<file path="src/design/prei_pkg.sv">
// Purpose: shared constants for the path remote error insertion block
// Assumes: 50 MHz ref_clk, APB with 32-bit data
// Notes:   register byte address is four times the register index
package prei_pkg;

	// timing
	localparam int CLK_PERIOD_NS   = 20;
	localparam int PORT_PERIOD_NS  = 160;
	localparam int PORT_DIV        = PORT_PERIOD_NS / CLK_PERIOD_NS;
	localparam int PORT_WAIT_CLKS  = 28;
	localparam int REI_BITS        = 4;

	// register indices, byte address = index * 4
	localparam logic [15:0] RX_PATH_CONTROL_0_IDX         = 16'h1183;
	localparam logic [15:0] TX_PATH_CONTROL_0_IDX         = 16'h1983;
	localparam logic [15:0] TX_PATH_STATUS_BYTE_VALUE_IDX = 16'h199f;
	localparam logic [15:0] REI_STATUS_IDX                = 16'h19a0;

	// reset values
	localparam logic [7:0] RX_PATH_CONTROL_0_RST         = 8'h00;
	localparam logic [7:0] TX_PATH_CONTROL_0_RST         = 8'h00;
	localparam logic [7:0] TX_PATH_STATUS_BYTE_VALUE_RST = 8'h00;

	// field positions
	localparam int RX_WRITABLE_MSB     = 3;
	localparam int PARITY_STYLE_BIT    = 0;
	localparam int REI_SEL_LSB         = 5;
	localparam int REI_SEL_MSB         = 6;
	localparam int SW_REI_LSB          = 4;
	localparam int SW_REI_MSB          = 7;
	localparam int STATUS_EXT_LSB      = 4;

	typedef enum logic [1:0] {
		PREI_SRC_AUTO = 2'b00,
		PREI_SRC_SOFT = 2'b01,
		PREI_SRC_EXT  = 2'b10,
		PREI_SRC_RSVD = 2'b11
	} prei_src_t;

	typedef enum logic [1:0] {
		PREI_PORT_IDLE  = 2'b00,
		PREI_PORT_WAIT  = 2'b01,
		PREI_PORT_SHIFT = 2'b10
	} prei_port_state_t;

endpackage

</file>
<file path="src/design/prei_port_if.sv">
// Purpose: carries frame start and captured nibble between top and port engine
// Assumes: single ref_clk domain
// Notes:   nibbleDone is a one-cycle pulse
`timescale 1ns/10ps
interface prei_port_if;
	logic       frameStart;
	logic [3:0] nibble;
	logic       nibbleDone;

	modport ctrl (
		output frameStart,
		input  nibble,
		input  nibbleDone
	);
	modport engine (
		input  frameStart,
		output nibble,
		output nibbleDone
	);
endinterface

</file>
<file path="src/design/prei_top.sv">
// Purpose: chooses and holds the outbound REI-P field of the path status byte
// Assumes: APB slave, zero wait states; receive parity result from same clock
// Notes:   reiField feeds G1 bits 1..4 of each outbound SPE
//
// Contract
// - source select 00 takes REI-P from paired receive parity results
// - automatic value goes into G1 bits 1 to 4 of every SPE
// - receive control bit 0 picks bit count or errored-SPE flag
// - style 0 sends the errored parity bit count, 0 to 8
// - style 1 sends 1 if last SPE had a parity error, else 0
// - source select 01 copies status value bits 7 to 4 into G1
// - source select 10 takes REI-P serially from the overhead input pin
// - device drives port clock, enable, frame; far end samples on falling edges
// - device captures each bit at the following rising port clock edge
`timescale 1ns/10ps
module prei_top
	import prei_pkg::*;
#(
	parameter int DIV   = PORT_DIV,
	parameter int WAITN = PORT_WAIT_CLKS
) (
	// clock and reset
	input  wire logic        ref_clk,
	input  wire logic        rst_n,
	// apb slave
	input  wire logic        psel,
	input  wire logic        penable,
	input  wire logic        pwrite,
	input  wire logic [17:0] paddr,
	input  wire logic [31:0] pwdata,
	output logic      [31:0] prdata,
	output logic             pready,
	output logic             pslverr,
	// receive path parity result
	input  wire logic [3:0]  parityErrBits,
	input  wire logic        parityDone,
	// outbound spe timing and insertion
	input  wire logic        speStart,
	output logic      [3:0]  reiField,
	// serial overhead port
	input  wire logic        overheadSerialIn,
	output logic             overheadPortClockOut,
	output logic             overheadPortEnableOut,
	output logic             overheadPortFrameOut
);

	function automatic logic hit(input logic [17:0] a, input logic [15:0] idx);
		hit = (a[1:0] == 2'b00) && (a[17:2] == idx);
	endfunction

	prei_port_if port ();

	prei_port_engine #(
		.DIV   (DIV),
		.WAITN (WAITN)
	) u_engine (
		.ref_clk               (ref_clk),
		.rst_n                 (rst_n),
		.overheadSerialIn      (overheadSerialIn),
		.overheadPortClockOut  (overheadPortClockOut),
		.overheadPortEnableOut (overheadPortEnableOut),
		.overheadPortFrameOut  (overheadPortFrameOut),
		.port                  (port)
	);

	logic [7:0]  rxCtl_reg, rxCtl_next;
	logic [7:0]  txCtl_reg, txCtl_next;
	logic [7:0]  stVal_reg, stVal_next;
	logic [3:0]  autoRei_reg, autoRei_next;
	logic [3:0]  extRei_reg, extRei_next;
	logic [3:0]  rei_reg, rei_next;
	logic [3:0]  pending_reg, pending_next;
	logic [31:0] rdata_reg, rdata_next;
	logic        err_reg, err_next;
	logic        wrEn;
	logic        setup;
	logic        mapped;
	prei_src_t   src;

	always_comb begin
		src          = prei_src_t'(txCtl_reg[REI_SEL_MSB:REI_SEL_LSB]);
		setup        = psel && !penable;
		wrEn         = psel && penable && pwrite;
		mapped       = hit(paddr, RX_PATH_CONTROL_0_IDX) || hit(paddr, TX_PATH_CONTROL_0_IDX)
			|| hit(paddr, TX_PATH_STATUS_BYTE_VALUE_IDX) || hit(paddr, REI_STATUS_IDX);
		rxCtl_next   = rxCtl_reg;
		txCtl_next   = txCtl_reg;
		stVal_next   = stVal_reg;
		rdata_next   = rdata_reg;
		err_next     = err_reg;
		if (setup) begin
			err_next   = !mapped;
			rdata_next = 32'h0000_0000;
			if (hit(paddr, RX_PATH_CONTROL_0_IDX))
				rdata_next[7:0] = rxCtl_reg;
			if (hit(paddr, TX_PATH_CONTROL_0_IDX))
				rdata_next[7:0] = txCtl_reg;
			if (hit(paddr, TX_PATH_STATUS_BYTE_VALUE_IDX))
				rdata_next[7:0] = stVal_reg;
			if (hit(paddr, REI_STATUS_IDX))
				rdata_next[7:0] = {extRei_reg, rei_reg};
		end
		if (wrEn) begin
			// style bit and its neighbours writable, upper bits read zero
			if (hit(paddr, RX_PATH_CONTROL_0_IDX))
				rxCtl_next = {4'h0, pwdata[RX_WRITABLE_MSB:0]};
			if (hit(paddr, TX_PATH_CONTROL_0_IDX))
				txCtl_next = pwdata[7:0];
			// value written by software, 0 no error, 1..8 count
			if (hit(paddr, TX_PATH_STATUS_BYTE_VALUE_IDX))
				stVal_next = pwdata[7:0];
		end
	end

	always_comb begin
		autoRei_next = autoRei_reg;
		extRei_next  = extRei_reg;
		if (parityDone) begin
			// count of errored bits or a single errored-SPE flag
			if (rxCtl_reg[PARITY_STYLE_BIT])
				autoRei_next = (parityErrBits != 4'h0) ? 4'h1 : 4'h0;
			else
				autoRei_next = parityErrBits;
		end
		if (port.nibbleDone)
			extRei_next = port.nibble;
		case (src)
			PREI_SRC_SOFT: pending_next = stVal_reg[SW_REI_MSB:SW_REI_LSB];
			PREI_SRC_EXT:  pending_next = extRei_next;
			default:       pending_next = autoRei_next;
		endcase
		// value loaded at the start of every outbound SPE
		rei_next = speStart ? pending_reg : rei_reg;
	end

	always_ff @(posedge ref_clk or negedge rst_n) begin
		if (!rst_n) begin
			rxCtl_reg   <= RX_PATH_CONTROL_0_RST;
			txCtl_reg   <= TX_PATH_CONTROL_0_RST;
			stVal_reg   <= TX_PATH_STATUS_BYTE_VALUE_RST;
			autoRei_reg <= 4'h0;
			extRei_reg  <= 4'h0;
			pending_reg <= 4'h0;
			rei_reg     <= 4'h0;
			rdata_reg   <= 32'h0000_0000;
			err_reg     <= 1'b0;
		end else begin
			rxCtl_reg   <= rxCtl_next;
			txCtl_reg   <= txCtl_next;
			stVal_reg   <= stVal_next;
			autoRei_reg <= autoRei_next;
			extRei_reg  <= extRei_next;
			pending_reg <= pending_next;
			rei_reg     <= rei_next;
			rdata_reg   <= rdata_next;
			err_reg     <= err_next;
		end
	end

	assign port.frameStart = speStart;
	assign reiField        = rei_reg;
	assign prdata          = rdata_reg;
	assign pready          = 1'b1;
	assign pslverr         = psel && penable && err_reg;

endmodule

</file>
<file path="src/design/prei_port_engine.sv">
// Purpose: serial overhead port, makes the port clock and frame marks, shifts in bits
// Assumes: port clock is ref_clk divided by PORT_DIV
// Notes:   input pin passes two flip-flops before use
`timescale 1ns/10ps
module prei_port_engine
	import prei_pkg::*;
#(
	parameter int DIV   = PORT_DIV,
	parameter int WAITN = PORT_WAIT_CLKS
) (
	// clock and reset
	input  wire logic   ref_clk,
	input  wire logic   rst_n,
	// serial port pins
	input  wire logic   overheadSerialIn,
	output logic        overheadPortClockOut,
	output logic        overheadPortEnableOut,
	output logic        overheadPortFrameOut,
	// link to top
	prei_port_if.engine port
);

	if (DIV < 4 || DIV % 2 != 0 || DIV > 255 || WAITN < 1 || WAITN > 60) begin : g_bad_cfg
		$error("prei_port_engine: unsupported DIV or WAITN");
	end

	localparam logic [7:0] DIV_LAST   = 8'(DIV - 1);
	localparam logic [7:0] DIV_HALF   = 8'(DIV / 2);
	localparam logic [7:0] SAMPLE_CNT = 8'd2;
	// far end counts from the edge after frame rose, so bits land one period later
	localparam logic [5:0] WAIT_LAST  = 6'(WAITN + 1);
	localparam logic [2:0] BIT_LAST   = 3'(REI_BITS - 1);

	logic             syncA_reg, syncB_reg;
	logic [7:0]       divCnt_reg, divCnt_next;
	logic             pend_reg, pend_next;
	logic             en_reg, en_next;
	logic             frm_reg, frm_next;
	logic             clk_reg, clk_next;
	logic [5:0]       per_reg, per_next;
	logic [2:0]       bit_reg, bit_next;
	logic [3:0]       sh_reg, sh_next;
	logic             done_reg, done_next;
	prei_port_state_t st_reg, st_next;
	logic             rise;
	logic             samp;

	always_comb begin
		divCnt_next = (divCnt_reg == DIV_LAST) ? 8'h00 : divCnt_reg + 8'h01;
		rise        = (divCnt_reg == DIV_LAST);
		samp        = (divCnt_reg == SAMPLE_CNT);
		clk_next    = (divCnt_next < DIV_HALF);
		pend_next   = pend_reg | port.frameStart;
		en_next     = en_reg;
		frm_next    = frm_reg;
		per_next    = per_reg;
		bit_next    = bit_reg;
		sh_next     = sh_reg;
		done_next   = 1'b0;
		st_next     = st_reg;
		case (st_reg)
			PREI_PORT_IDLE: begin
				if (rise && pend_reg) begin
					// enable and frame high together for one port period
					en_next   = 1'b1;
					frm_next  = 1'b1;
					pend_next = port.frameStart;
					per_next  = 6'h00;
					st_next   = PREI_PORT_WAIT;
				end
			end
			PREI_PORT_WAIT: begin
				if (rise) begin
					frm_next = 1'b0;
					per_next = per_reg + 6'h01;
					// far end waits out its periods, first bit comes after
					if (per_reg == WAIT_LAST) begin
						bit_next = 3'h0;
						st_next  = PREI_PORT_SHIFT;
					end
				end
			end
			PREI_PORT_SHIFT: begin
				// bit sampled as it stood at the port rising edge
				if (samp) begin
					sh_next  = {sh_reg[2:0], syncB_reg};
					bit_next = bit_reg + 3'h1;
					if (bit_reg == BIT_LAST) begin
						en_next   = 1'b0;
						done_next = 1'b1;
						st_next   = PREI_PORT_IDLE;
					end
				end
			end
			default: st_next = PREI_PORT_IDLE;
		endcase
	end

	always_ff @(posedge ref_clk or negedge rst_n) begin
		if (!rst_n) begin
			syncA_reg  <= 1'b0;
			syncB_reg  <= 1'b0;
			// start at the last count so the first high phase is full length
			divCnt_reg <= DIV_LAST;
			pend_reg   <= 1'b0;
			en_reg     <= 1'b0;
			frm_reg    <= 1'b0;
			clk_reg    <= 1'b0;
			per_reg    <= 6'h00;
			bit_reg    <= 3'h0;
			sh_reg     <= 4'h0;
			done_reg   <= 1'b0;
			st_reg     <= PREI_PORT_IDLE;
		end else begin
			syncA_reg  <= overheadSerialIn;
			syncB_reg  <= syncA_reg;
			divCnt_reg <= divCnt_next;
			pend_reg   <= pend_next;
			en_reg     <= en_next;
			frm_reg    <= frm_next;
			clk_reg    <= clk_next;
			per_reg    <= per_next;
			bit_reg    <= bit_next;
			sh_reg     <= sh_next;
			done_reg   <= done_next;
			st_reg     <= st_next;
		end
	end

	// port clock and marks driven by the device
	assign overheadPortClockOut  = clk_reg;
	assign overheadPortEnableOut = en_reg;
	assign overheadPortFrameOut  = frm_reg;
	assign port.nibble           = sh_reg;
	assign port.nibbleDone       = done_reg;

endmodule

</file>
<file path="config.mk">
export PLATFORM = sky130hd
export DESIGN_NAME = prei_top
export DESIGN_NICKNAME = d
export VERILOG_FILES = /design/src/design/prei_pkg.sv /design/src/design/prei_port_if.sv /design/src/design/prei_top.sv /design/src/design/prei_port_engine.sv
export SDC_FILE = /design/constraint.sdc
export NUM_CORES = 1
export LEC_CHECK = 0
export ABC_AREA = 1
export BUFFER_PORTS_ARGS = -buffer_cell sky130_fd_sc_hd__buf_4
export CORE_MARGIN = 8
export CORE_UTILIZATION = 57
export CTS_BUF_LIST = sky130_fd_sc_hd__clkbuf_4 sky130_fd_sc_hd__clkbuf_8 sky130_fd_sc_hd__clkbuf_16
export DETAILED_ROUTE_END_ITERATION = 6
export PLACE_DENSITY = 0.86
export SYNTH_ARGS = -nofsm -noshare
export SYNTH_HDL_FRONTEND = slang
export SYNTH_SLANG_ARGS = --single-unit
</file>
<file path="constraint.sdc">
create_clock -name ref_clk -period 2.2 [get_ports ref_clk]
set_input_delay 0.22 -clock ref_clk [delete_from_list [all_inputs] [get_ports ref_clk]]
set_output_delay 0.22 -clock ref_clk [all_outputs]
set_load 0.02 [all_outputs]
</file>
[Word-level counts from Yosys, hierarchy flattened]
Cells that the tools add are included.
Word-level totals
  ROM bits: 0
  memories: 0
  flip-flop bits (word level): 75
  bits in latches: 0
  word-level logic and storage cells: 105
  RAM bits: 0
Operators by class
  div/mod/pow operators: 0
  $add $sub $neg: 3
  $mul: 0
  multiplexer cells: 34
  bitwise logic cells: 1
  reductions and logical operators: 28
  eq/ne operators: 17
  magnitude comparators: 1
  shift-type cells: 0
Operators by type and width (number)
  16-bit by 13-bit equality test with 1-bit output (second input constant): 4
  8-bit 2-to-1 mux: 4
  4-bit 2-to-1 mux: 4
  6-bit 2-to-1 mux: 2
  6-bit case mux with 2 select lines: 1
  1-bit 2-to-1 mux: 10
  2-bit 2-to-1 mux: 5
  2-bit by 1-bit != test with 1-bit output (second input constant): 5
  1-bit logical AND: 9
  3-bit 2-to-1 mux: 3
  8-bit by 1-bit adder with 8-bit output (second input constant): 1
  8-bit by 2-bit equality test with 1-bit output (second input constant): 1
  8-bit by 3-bit equality test with 1-bit output (second input constant): 1
  8-bit by 3-bit < comparator with 1-bit output (second input constant): 1
  4-bit case mux with 2 select lines: 1
  2-bit AND reduction: 4
  4-bit AND reduction: 2
  6-bit by 1-bit adder with 6-bit output (second input constant): 1
  6-bit by 5-bit equality test with 1-bit output (second input constant): 1
  2-bit case mux with 3 select lines: 1
  3-bit case mux with 2 select lines: 1
  2-bit nonzero test: 3
  5-bit AND reduction: 1
  2-bit by 1-bit equality test with 1-bit output (second input constant): 2
  10 further kinds: 16

[Depth between registers and ports, before layout]
Gate-level depths: netlist of run 1.
  word-level depth: 6
  gate-level depth with buffers: 10
  depth with buffers taken out: 10

[By module]
Synthesis of run 1 repeated with hierarchy kept, for this count alone.
Second synthesis, totals
  cell total of the unflattened synthesis: 491
  area, all modules: 4177.8 um^2
Modules (own cells, without submodules)
  prei_top: times used 1, area an instance 2632.5 um^2, cells an instance 306, seq. area each 1126.1 um^2
  prei_port_engine: times used 1, area an instance 1545.2 um^2, cells an instance 185, seq. area each 754.5 um^2

[Worst setup path before layout of run 1]
No wires, ideal clock.
  path kind: register to register
  from: register u_engine.divCnt_reg[0]
  to: register u_engine.per_reg[1]
  stages on the path, launching flop included: 7
  setup time: 0.125 ns
  path buffers: 0
  path slack: 0.755 ns
  required time: 2.075 ns
  data arrival time: 1.320 ns
  cell sequence: dfstp_2 -> ha_1 -> nand3_1 -> nor2_4 -> o211ai_4 -> inv_1 -> o22ai_1
Between the ends
  longest elaborated chain between the ends: 4
RTL lines
  start: declaration: RTL line prei_port_engine.sv:35  | logic [7:0] divCnt_reg, divCnt_next;
  start signal: assignment: RTL line prei_port_engine.sv:117  | divCnt_reg <= divCnt_next;
  8-bit by 3-bit equality test with 1-bit output (*): RTL line prei_port_engine.sv:50  | rise = (divCnt_reg == DIV_LAST);
  1-bit logical AND: RTL line prei_port_engine.sv:63  | if (rise && pend_reg) begin
  2-bit by 1-bit != test with 1-bit output (no line)
  3-bit AND reduction (no line) (*)
  end signal: assignment: RTL line prei_port_engine.sv:122  | per_reg <= per_next;
  end: declaration: RTL line prei_port_engine.sv:40  | logic [5:0] per_reg, per_next;
Mark *: on every way between the ends. The rest lies on a longest branch, timed or not.
A chain may end at the register's enable or synchronous reset.

[Final worst setup path of run 1]
  from: register u_engine.divCnt_reg[0]
  to: register u_engine.bit_reg[2]
Between the ends
  longest elaborated chain between the ends: 3
RTL lines
  8-bit by 3-bit equality test with 1-bit output or 8-bit by 2-bit equality test with 1-bit output (tied branches): RTL line prei_port_engine.sv:50, prei_port_engine.sv:51
  2-bit by 1-bit != test with 1-bit output (no line)
  4-bit AND reduction (no line) (*)
  end signal: assignment: RTL line prei_port_engine.sv:123  | bit_reg <= bit_next;
  end: declaration: RTL line prei_port_engine.sv:41  | logic [2:0] bit_reg, bit_next;
Marks and branches as above.

==> summary.md, run 1 <==
| Metric | Value |
|---|---|
| Status | finished, final reports clean |
| CTS Root Cell | clkbuf_8 |
| CP Class | reg -> reg |
| GPL Wtd Cong | 0.845 |
| Total global routing track utilization | 17.9% |
| Clk Latency, worst-skew pair | 0.35 ns |
| Setup Skew | 0.00730 ns |
| Max incr delay on CP | 0.56 ns |
| Hpwl dp | 6.50 mm |
| Vias in the first global route | 3,219 |
| Placed Cells | 627 |
| Synthesized area per cell | 8.28 um2 |
| GRT met1 Usage | 23.4% |
| GR peak layer | met2 |
| Yosys top cell area share | 44.8% |
| Area grow syn2layout | 15.2% |
| Met3 Usage GRT | 4.91% |
| Ports | 103 |
| H-Tree Depth | 3 |
| Post-synth EDFFs | 0 |
| Post-CTS setup buffers | 0 |
| Ys flop type | dfrtp_1 |
| Vias per Instance | 5.00 |
| IO Port Bufs | 53 |
| CP most frequent cell | nand2_1 |
| Non-filler cells, final | 645 |
| Synth top area cells | dfrtp_1, nand2_1, inv_1, buf_4, nor2_1 |
| Worst vdd ir | 0.000327 V |
| First-pass GRT wire length | 14.4 mm |
| Synth Cell Area | 0.00402 mm2 |
| Antenna Nets Post-Route | 0 |
| Ant diodes | 0 |
| Total power | 2.68 mW |
| Die outline area | 0.00999 mm2 |
| Buf/Inv on CP | 1 |
| FMAX | 0.592 GHz |
| Top cells by count, synth | nand2_1, dfrtp_1, inv_1 |
| GRT met2 Usage | 26.8% |
| NumNets Final | 614 |
| WP data arrival | 1.96 ns |
| Most frequent cell after synthesis | nand2_1 |
| Slew Limit Fails | 0 |
| Core Box Area | 0.00679 mm2 |
| CTS resizes | 0 |
| Share of layout cells above drive strength 1 | 20.4% |
| RSZ-0062 raised after global routing | no |
| Syn. warnings | 0 |
| Post-route clock period utilization | 76.7% |
| Final Hold Vio Count | 0 |
| Final setup vio count | 0 |
| Synth Instances | 485 |
| Num CTS Buffers | 9 |
| CTS tree | built |
| Final min period | 1.69 ns |
| Dpl ws | 0.547 ns |
| P per Cell Area | 579 mW/mm2 |
| Post-route DRC | 0 |
| Largest net degree at the start of global routing | 44 |
| Ys async rst share | 100% |
| #FFs+latches synth | 75 |
| Slowest cell on crit path | dfstp_2 |
| P_leak | 2.42 nW |
| Max cap viols | 0 |
| Antenna violations before repair | 0 |
| Cell Chain, Critical Path | inv_1 > ha_1 > nand2_1 > nor2_2 > nand2_1 > nand2_1 > o21ai_1 > nand2_1 > o21ai_1 |
| Seq/Total Area, Yosys | 46.8% |
| Fillers | 527 |
| WL final | 8.54 mm |
| Critical-path maximum fanout | 13 |
| Min Hold Slack | 0.119 ns |
| Setup crit end kind | register |
| Initial Utilization | 59.1% |
| CP startpoint kind | register |
| Die Y | 100 um |
| Distinct cells, synth | 38 |
| Drt wl/cell | 13.2 um |
| CP top delay family | simple AND/OR/NAND/NOR gates |
| CP required | 2.47 ns |
| Yosys top cell by area | dfrtp_1 |
| Clock transition at path regs | 0.08 ns |
| DRT Pass-1 Iters | 4 |
| First DRT Iteration DRCs | 200 |
| Die width | 100 um |
| Min-delay worst type | in -> reg |
| Rows | 30 |
| Setup_tns | 0 ns |
| CTS Hold Bufs | 2 |
| Max clock buf depth | 2 |
| Total grt overflow | 0 |
| Clock sink total | 75 |
| Vias | 3,223 |
| Final worst setup slack | 0.512 ns |
routing by layer:
metal / part of all wire, % / up-vias
met5: 0 / -
met4: 2.0 / 0
met3: 8.1 / 13
met2: 44 / 100
met1: 46 / 1484
li1: - / 1626
final timing paths:
path	from	to	slack [ns]	cells past startpoint
worst min register to register	u_engine.syncA_reg	u_engine.syncB_reg	0.35	0
max in group asynchronous	rst_n	txCtl_reg[2]	1.27	3
worst min-delay path	speStart	u_engine.pend_reg	0.12	2
worst max-delay path	u_engine.divCnt_reg[0]	u_engine.bit_reg[2]	0.51	9
min in group asynchronous	rst_n	u_engine.per_reg[2]	0.36	2
worst max register to register	u_engine.divCnt_reg[0]	u_engine.bit_reg[2]	0.51	9
placed cells by master (no fill, tap or decap), drive strengths merged:
cell type	n
nand2	115
dfrtp	72
inv	68
buf	56
nor2	55
o21ai	47
nand3	34
conb	25
nand4	24
clkbuf	13
a21oi	8
ha	8
xor2	3
dfstp	3
nor3	2
a21o	2
dlygate4sd3	2
o211ai	2
clkinv	2
mux2	1
a22oi	1
mux2i	1
xnor2	1
o21bai	1
a31o	1
o22ai	1
clkinvlp	1
where the power goes:
part           switching, mW  internal [mW]  leakage [nW]  total [mW]
clock network          0.505          0.515        0.0991        1.02
registers            0.00823           1.40         0.976        1.41
logic                  0.164         0.0845          1.35       0.249
total                  0.677           2.00          2.42        2.68
kinds of logic (layout without fill, tap and decap cells):
group                      after synthesis  in the layout  synth area share [%]
buffers and inverters                  101            142                  12.4
other                                    2             25                 0.187
xor gates and xnor gates                 4              4                 0.872
muxes                                    2              2                 0.529
and+or+nand+nor                        230            230                  27.2
DFF                                     75             75                  46.8
adders and majority gates                8              8                  2.49
AOI/OAI and AO/OA                       63             63                  9.53
layout make-up:
| cell class | instances | area, um2 | share of cell area, % |
|---|---|---|---|
| sequential | 75 | 1880 | 40.6 |
| multi-input combinational | 332 | 1730 | 37.3 |
| timing repair buffer | 58 | 453 | 9.79 |
| inverter | 68 | 255 | 5.52 |
| clock buffer | 13 | 173 | 3.73 |
| tap | 96 | 120 | 2.60 |
| clock inverter | 3 | 21.3 | 0.460 |
worst reg2reg max path: stages (launching register included):
cell and delay, ns:
dfstp_2 0.56, inv_1 0.05, ha_1 0.18, nand2_1 0.07
nor2_2 0.05, nand2_1 0.28, nand2_1 0.10, o21ai_1 0.16
nand2_1 0.08, o21ai_1 0.08
through the flow:
step / area [um2] / utilization [%]
4_1_cts: 4630 / 68.1
5_1_grt: 4630 / 68.1
6_report: 4630 / 68.1
2_1_floorplan: 4100 / -
3_3_place_gp: 4410 / 65.0
3_5_place_dp: 4410 / 65.0
Power figures use the tool's default switching activity.
==> inputs of run 2 (changes only) <==
--- a/config.mk
+++ b/config.mk
@@ -5,13 +5,13 @@
 export SDC_FILE = /design/constraint.sdc
 export NUM_CORES = 1
 export LEC_CHECK = 0
-export ABC_AREA = 1
+export ABC_AREA = 0
 export BUFFER_PORTS_ARGS = -buffer_cell sky130_fd_sc_hd__buf_4
 export CORE_MARGIN = 8
-export CORE_UTILIZATION = 57
+export CORE_UTILIZATION = 47
 export CTS_BUF_LIST = sky130_fd_sc_hd__clkbuf_4 sky130_fd_sc_hd__clkbuf_8 sky130_fd_sc_hd__clkbuf_16
 export DETAILED_ROUTE_END_ITERATION = 6
-export PLACE_DENSITY = 0.86
+export PLACE_DENSITY = 0.77
 export SYNTH_ARGS = -nofsm -noshare
 export SYNTH_HDL_FRONTEND = slang
 export SYNTH_SLANG_ARGS = --single-unit
==> constraint.sdc (replaced) <==
create_clock -name ref_clk -period 1.4 [get_ports ref_clk]
set_input_delay 0.14 -clock ref_clk [delete_from_list [all_inputs] [get_ports ref_clk]]
set_output_delay 0.14 -clock ref_clk [all_outputs]
set_load 0.02 [all_outputs]
==> run 2 against run 1 <==
- the run now ends with setup timing left
- combinational power increased by 110%
- routed wire length rose by 43%
- die area is 12% higher
- core utilization grew 5.2 points
- clock power increased by 89%
- synthesized area is 6.0% lower
- total power increased by 77%
- sequential share of layout area down 7.6 points
- flip-flop and latch count did not move
- critical path type unchanged
- highest routed layer unchanged
==> summary.md, run 2 <==
| Metric | Value |
|---|---|
| Status | finished with violations |
| Violations in the final reports | setup timing |
| Yosys top cell area share | 47.7% (+2.9 points) |
| FMAX | 0.463 GHz (-22%) |
| P_leak | 2.67 nW (+10%) |
| WL final | 12.2 mm (+43%) |
| DRT Pass-1 Iters | 4 (unchanged) |
| Critical-path maximum fanout | 7 (-6) |
| Ant diodes | 0 (unchanged) |
| Most frequent cell after synthesis | dfrtp_1 |
| Top cells by count, synth | dfrtp_1, mux2_2, buf_4 |
| Hpwl dp | 7.48 mm (+15%) |
| Total grt overflow | 0 (unchanged) |
| Syn. warnings | 0 (unchanged) |
| Die Y | 106 um (+5.7%) |
| Antenna Nets Post-Route | 0 (unchanged) |
| Num CTS Buffers | 9 (unchanged) |
| Largest net degree at the start of global routing | 76 (+73%) |
| GPL Wtd Cong | 0.888 (+5.1%) |
| First-pass GRT wire length | 18.2 mm (+26%) |
| Post-route clock period utilization | 154% (+78 points) |
| Vias per Instance | 5.78 (+16%) |
| Synthesized area per cell | 11.1 um2 (+34%) |
| IO Port Bufs | 53 (unchanged) |
| RSZ-0062 raised after global routing | yes |
| Synth Cell Area | 0.00378 mm2 (-6.0%) |
| Die width | 106 um (+5.7%) |
| Initial Utilization | 48.6% (-11 points) |
| CTS Root Cell | clkbuf_8 |
| Synth Instances | 339 (-30%) |
| Core Box Area | 0.00777 mm2 (+14%) |
| Commonest cells after routing, fill and taps aside | buf_4, dfrtp_1, buf_6 |
| CP required | 1.69 ns (-0.78 ns) |
| Dpl ws | -0.750 ns (-1.30 ns) |
| Total global routing track utilization | 20.6% (+2.6 points) |
| Ys async rst share | 100% (unchanged) |
| Clock sink total | 75 (unchanged) |
| Fillers | 492 (-6.6%) |
| Setup Skew | 0.00856 ns (+0.00126 ns) |
| Share of layout cells above drive strength 1 | 53.9% (+33 points) |
| Max Used Layer | met4 |
| Area grow syn2layout | 50.9% |
| Seq/Total Area, Yosys | 49.8% (+3.0 points) |
| Rows | 32 (+6.7%) |
| Post-synth EDFFs | 0 (unchanged) |
| Synth top area cells | dfrtp_1, mux2_2, buf_4, ha_1, nand3_1 |
| Min-delay worst type | in -> reg |
| P per Cell Area | 831 mW/mm2 (+43%) |
| Clock transition at path regs | 0.08 ns (about the same) |
| Slew Limit Fails | 0 (unchanged) |
| Clk Latency, worst-skew pair | 0.36 ns (about the same) |
| Max cap viols | 0 (unchanged) |
| Drt wl/cell | 21.2 um (+60%) |
| Die outline area | 0.0112 mm2 (+12%) |
| Total power | 4.73 mW (+77%) |
| Post-route DRC | 0 (unchanged) |
| Final setup vio count | 42 (+42) |
| #FFs+latches synth | 75 (unchanged) |
| Distinct cells, synth | 50 (+32%) |
| Setup crit end kind | register |
| CP Class | reg -> reg |
| CP startpoint kind | register |
| Metal2 WL | 5.96 mm (+60%) |
| WP data arrival | 2.45 ns (+0.49 ns) |
| Vias | 3,336 (+3.5%) |
| First DRT Iteration DRCs | 250 (+25%) |
| Final min period | 2.16 ns (+0.472 ns) |
| CTS tree | built |
| H-Tree Depth | 3 (unchanged) |
| Vias in the first global route | 3,594 (+12%) |
| Met1 Routed Length | 4.75 mm (+20%) |
| Final Hold Vio Count | 0 (unchanged) |
| Ys flop type | dfrtp_1 |
| Worst vdd ir | 0.000852 V (+160%) |
| NumNets Final | 540 (-12%) |
| Final worst setup slack | -0.760 ns (-1.27 ns) |
| Yosys top cell by area | dfrtp_1 |
| Ports | 103 (unchanged) |
| Max clock buf depth | 2 (unchanged) |
| Antenna violations before repair | 0 (unchanged) |
| Most common cell after layout, fill and taps aside | buf_4 |
| Metal3 WL | 908 um (+31%) |
==> run 2: changes by cell type after synthesis, sizes merged, moves of 6 or more <==
cell    delta
nand4     -24
mux2      +35
nand2b     +7
o31ai     +10
nor3       +6
nor2      -40
inv       -57
nand2     -95
nor4       +9
a31oi     +10
or3        +6
nand3     -17
o21ai     -38
==> run 2: area by class of cell <==
| cell class | instances | area, um2 | area share, % |
|---|---|---|---|
| clock buffers | 9 | 124 | 2.17 |
| clock inverters | 7 | 108 | 1.89 |
| well taps | 102 | 128 | 2.24 |
| repair buffers | 134 | 1150 | 20.2 |
| multi-input cells | 239 | 2260 | 39.7 |
| inverters | 11 | 41.3 | 0.725 |
| flip-flops and latches | 75 | 1880 | 33.0 |
==> run 2: metal layers <==
layer	vias up	GRT usage, %
met5	-	0
met4	0	11.8
met3	40	5.42
met2	189	34.2
met1	1660	23.5
li1	1447	-
==> run 2: worst max-delay path: stages (launching register included) <==
cell and delay (ns):
dfrtp_1 0.38, or4_4 0.56, or4_4 0.53, buf_6 0.15
or3_4 0.33, a21oi_2 0.14
==> run 2: logic make-up after synthesis <==
logic type / after synthesis / synth area share, %
other: 2 / 0.199
XOR/XNOR: 6 / 1.39
buffers and inverters: 48 / 7.52
multiplexers: 37 / 11.0
AO/OA/AOI/OAI: 54 / 9.64
adder cells (fa/ha/maj): 8 / 2.65
AND/OR/NAND/NOR: 109 / 17.8
flip-flops: 75 / 49.8
==> run 2: power by group <==
part / internal (mW) / total, mW / switching, mW
Sequential: 2.22 / 2.27 / 0.0450
Clock: 1.04 / 1.93 / 0.896
Combinational: 0.233 / 0.535 / 0.302
Total: 3.49 / 4.73 / 1.24
==> run 2: worst paths after layout <==
check,cells after the start,from,slack (ns),end
hold / removal,3,parityErrBits[1],0.02,autoRei_reg[1]
hold reg to reg,0,u_engine.syncA_reg,0.36,u_engine.syncB_reg
setup / recovery,5,u_engine.divCnt_reg[6],-0.76,u_engine.per_reg[2]
setup reg to reg,5,u_engine.divCnt_reg[6],-0.76,u_engine.per_reg[2]
min in group asynchronous,3,rst_n,0.32,u_engine.per_reg[1]
max in group asynchronous,3,rst_n,0.74,u_engine.port.nibbleDone
==> run 2: what timing repair did <==
item | 4_1_cts | 5_1_grt
hold buffers | 3 | 0
pin swaps | 25 | 22
hold endpoints to repair | 74 | 0
gates resized for setup | 64 | 36
endpoints found under the setup margin | 49 | 55
setup buffers | 11 | 7
==> run 2: stage by stage <==
stage	hold slack, ns	std cells	util (%)	instance area [um2]	TNS [ns]
floorplan	-0.156	362	-	4130	-20.80
global placement	0.185	548	63.1	4900	-23.95
detailed placement	0.185	548	63.1	4900	-25.75
CTS	0.00935	575	71.3	5540	-13.59
global route	0.000996	577	73.4	5700	-16.74
finish	0.0215	577	73.4	5700	-15.45
==> inputs of run 3 (changes only) <==
--- a/config.mk
+++ b/config.mk
@@ -8,10 +8,10 @@
 export ABC_AREA = 0
 export BUFFER_PORTS_ARGS = -buffer_cell sky130_fd_sc_hd__buf_4
 export CORE_MARGIN = 8
-export CORE_UTILIZATION = 47
+export CORE_UTILIZATION = 46
 export CTS_BUF_LIST = sky130_fd_sc_hd__clkbuf_4 sky130_fd_sc_hd__clkbuf_8 sky130_fd_sc_hd__clkbuf_16
 export DETAILED_ROUTE_END_ITERATION = 6
-export PLACE_DENSITY = 0.77
+export PLACE_DENSITY = 0.75
 export SYNTH_ARGS = -nofsm -noshare
 export SYNTH_HDL_FRONTEND = slang
 export SYNTH_SLANG_ARGS = --single-unit
==> run 3 against run 2 <==
- the run still ends with setup timing left
- worst hold slack better by 0.0090 ns
- sequential share of layout area up 1.1 points
- critical path depth is 1 lower
- routed wire length shrank 15%
- total power is 7.7% lower
- sequential power about the same
- via count fell by 5.5%
- clock skew increased by 0.0059 ns
- global-route usage decreased by 3.1 points
- core utilization decreased by 5.2 points
- non-clock buffer count up 3
- clock power is 18% lower
- critical path type unchanged
- critical endpoint is now u_engine.per_reg[5]
- highest routed layer unchanged
==> summary.md, run 3 (same netlist as run 2, synthesis figures left out) <==
| Metric | Value |
|---|---|
| CP Class | reg -> reg |
| Vias | 3,153 (-5.5%) |
| Max cap viols | 0 (unchanged) |
| Antenna Nets Post-Route | 0 (unchanged) |
| Reg power frac | 51.8% (+3.9 points) |
| Int Pwr | 3.28 mW (-6.1%) |
| Post-route DRC | 0 (unchanged) |
| Hpwl dp | 7.27 mm (-2.8%) |
| Violations in the final reports | setup timing |
| CP required | 1.69 ns (about the same) |
| Critical Path Sink | u_engine.per_reg[5] |
| Min Hold Slack | 0.0304 ns (+0.00899 ns) |
| WL final | 10.4 mm (-15%) |
| Most common cell after layout, fill and taps aside | buf_4 |
| Comb power frac | 12.1% (+0.8 points) |
| Final Hold Vio Count | 0 (unchanged) |
| Die outline area | 0.0114 mm2 (+1.8%) |
| CTS tree | built |
| P per Cell Area | 792 mW/mm2 (-4.6%) |
| Commonest cells after routing, fill and taps aside | buf_4, dfrtp_1, conb_1 |
| Cell Chain, Critical Path | or4_4 > or4_4 > or4_4 > a21oi_2 |
| IO Port Bufs | 53 (unchanged) |
| P_leak | 2.64 nW (-1.5%) |
| Psw | 1.09 mW (-12%) |
| GPL Wtd Cong | 0.827 (-6.8%) |
| Clk Latency, worst-skew pair | 0.35 ns (about the same) |
| CP startpoint kind | register |
| Vias in the first global route | 3,236 (-10%) |
| Worst path depth | 4 (-1) |
| Actual slew at the worst max-slew pin | 0.766 ns |
| Die width | 107 um (+0.92%) |
| Min-delay worst type | in -> reg |
| Setup crit end kind | register |
| DRT Pass-1 Iters | 4 (unchanged) |
| Total grt overflow | 0 (unchanged) |
| Final setup vio count | 36 (-14%) |
| Max-slew headroom | 48.8% |
| Buf/Inv on CP | 0 (-1) |
| First DRT Iteration DRCs | 143 (-43%) |
| CP most frequent cell | or4_4 |
| R2R depth | 4 (-1) |
| First-pass GRT wire length | 16.0 mm (-12%) |
| Area grow syn2layout | 46.0% |
| Num CTS Buffers | 9 (unchanged) |
| Rows | 33 (+3.1%) |
| CP top delay family | simple AND/OR/NAND/NOR gates |
| Share of layout cells above drive strength 1 | 51.0% (-2.8 points) |
| Switching share of power | 24.9% (-1.3 points) |
| Vias per Instance | 5.41 (-6.5%) |
| Final core occ | 68.1% (-5.2 points) |
| Drt wl/cell | 17.9 um (-16%) |
| WP data arrival | 2.38 ns (-0.07 ns) |
| Setup_tns | -14.37 ns (+1.08 ns) |
| Total power | 4.37 mW (-7.7%) |
| Total global routing track utilization | 17.4% (-3.1 points) |
| Post-route clock period utilization | 150% (-4.8 points) |
| Die Y | 107 um (+0.92%) |
| Critical-path maximum fanout | 8 (+1) |
| CTS Root Cell | clkbuf_8 |
| Reg-to-reg slack, setup | -0.69 ns (+0.07 ns) |
| Worst R2R Start | u_engine.divCnt_reg[6] |
| Core Box Area | 0.00809 mm2 (+4.2%) |
| Slew Limit Fails | 0 (unchanged) |
| Largest net degree at the start of global routing | 30 (-61%) |
| Clock transition at path regs | 0.08 ns (about the same) |
| Non-filler cells, final | 583 (+1.0%) |
| Reg-to-reg critical path endpoint | u_engine.per_reg[5] |
| NumNets Final | 543 (+0.56%) |
| Fillers | 569 (+16%) |
| Antenna violations before repair | 0 (unchanged) |
| Final worst setup slack | -0.693 ns (+0.0669 ns) |
| Max clock buf depth | 2 (unchanged) |
| Max incr delay on CP | 0.56 ns (about the same) |
| Clock power share | 36.2% (-4.6 points) |
| Status | finished with violations |
| Ant diodes | 0 (unchanged) |
| RSZ-0062 raised after global routing | yes |
| Ports | 103 (unchanged) |
| H-Tree Depth | 3 (unchanged) |
| Initial Utilization | 46.7% (-2.0 points) |
| FMAX | 0.478 GHz (+3.2%) |
| Final min period | 2.09 ns (-0.0669 ns) |
| Slowest cell on crit path | or4_4 |
| Clock sink total | 75 (unchanged) |
| Crit path launch | u_engine.divCnt_reg[6] |
| Setup Skew | 0.0144 ns (+0.00587 ns) |
| Placed Cells | 556 (+1.5%) |
| Worst vdd ir | 0.000549 V (-36%) |
| Worst hold path depth | 3 (unchanged) |
[run 3: worst register-to-register path, stage by stage, from the launching register on]
cell	delay (ns)
dfrtp_1	0.38
or4_4	0.56
or4_4	0.55
or4_4	0.44
a21oi_2	0.12
[run 3: worst min path at each step]
stage,endpoint,slack (ns),start
6_report,autoRei_reg[3],0.03,parityErrBits[3]
5_1_grt,txCtl_reg[7],0.02,pwdata[7]
4_1_cts,autoRei_reg[0],0.02,parityDone
3_5_place_dp,u_engine.divCnt_reg[5],0.09,rst_n
3_3_place_gp,u_engine.divCnt_reg[5],0.08,rst_n
2_1_floorplan,autoRei_reg[0],-0.16,rst_n
[run 3: timing repair]
item	CTS	global route
endpoints found under the setup margin	53	55
setup buffers	4	7
pin swaps	16	17
gates resized for setup	33	28
hold endpoints to repair	24	0
hold buffers	2	0
[run 3: power groups by stage]
| stage | logic, mW | clock network, mW | registers [mW] |
|---|---|---|---|
| global route | 0.570 | 1.70 | 2.27 |
| finish | 0.527 | 1.58 | 2.26 |
| detailed placement | 0.499 | 0 | 2.30 |
| floorplan | 0.239 | 0 | 2.32 |
| global placement | 0.490 | 0 | 2.29 |
| CTS | 0.515 | 1.61 | 2.26 |
[run 3: stage by stage]
stage | cell area (um2) | setup slack [ns]
floorplan | 4130 | -0.741
detailed placement | 4960 | -0.748
global placement | 4960 | -0.706
global route | 5510 | -0.747
finish | 5510 | -0.693
CTS | 5340 | -0.712
[run 3: cell type report]
type | instances | area (um2) | area share [%]
Sequential cell | 75 | 1880 | 34.1
Multi-Input combinational cell | 239 | 2120 | 38.5
Clock buffer | 14 | 180 | 3.27
Inverter | 11 | 41.3 | 0.749
Tap cell | 105 | 131 | 2.38
Timing Repair Buffer | 137 | 1140 | 20.7
Clock inverter | 2 | 10.0 | 0.182
[run 3: per-layer routing]
layer	track usage (%)	wire length (um)	vias to the layer above
li1	-	-	1451
met4	7.24	194	0
met2	27.8	5130	113
met5	0	0	-
met1	22.0	4450	1571
met3	4.44	640	18
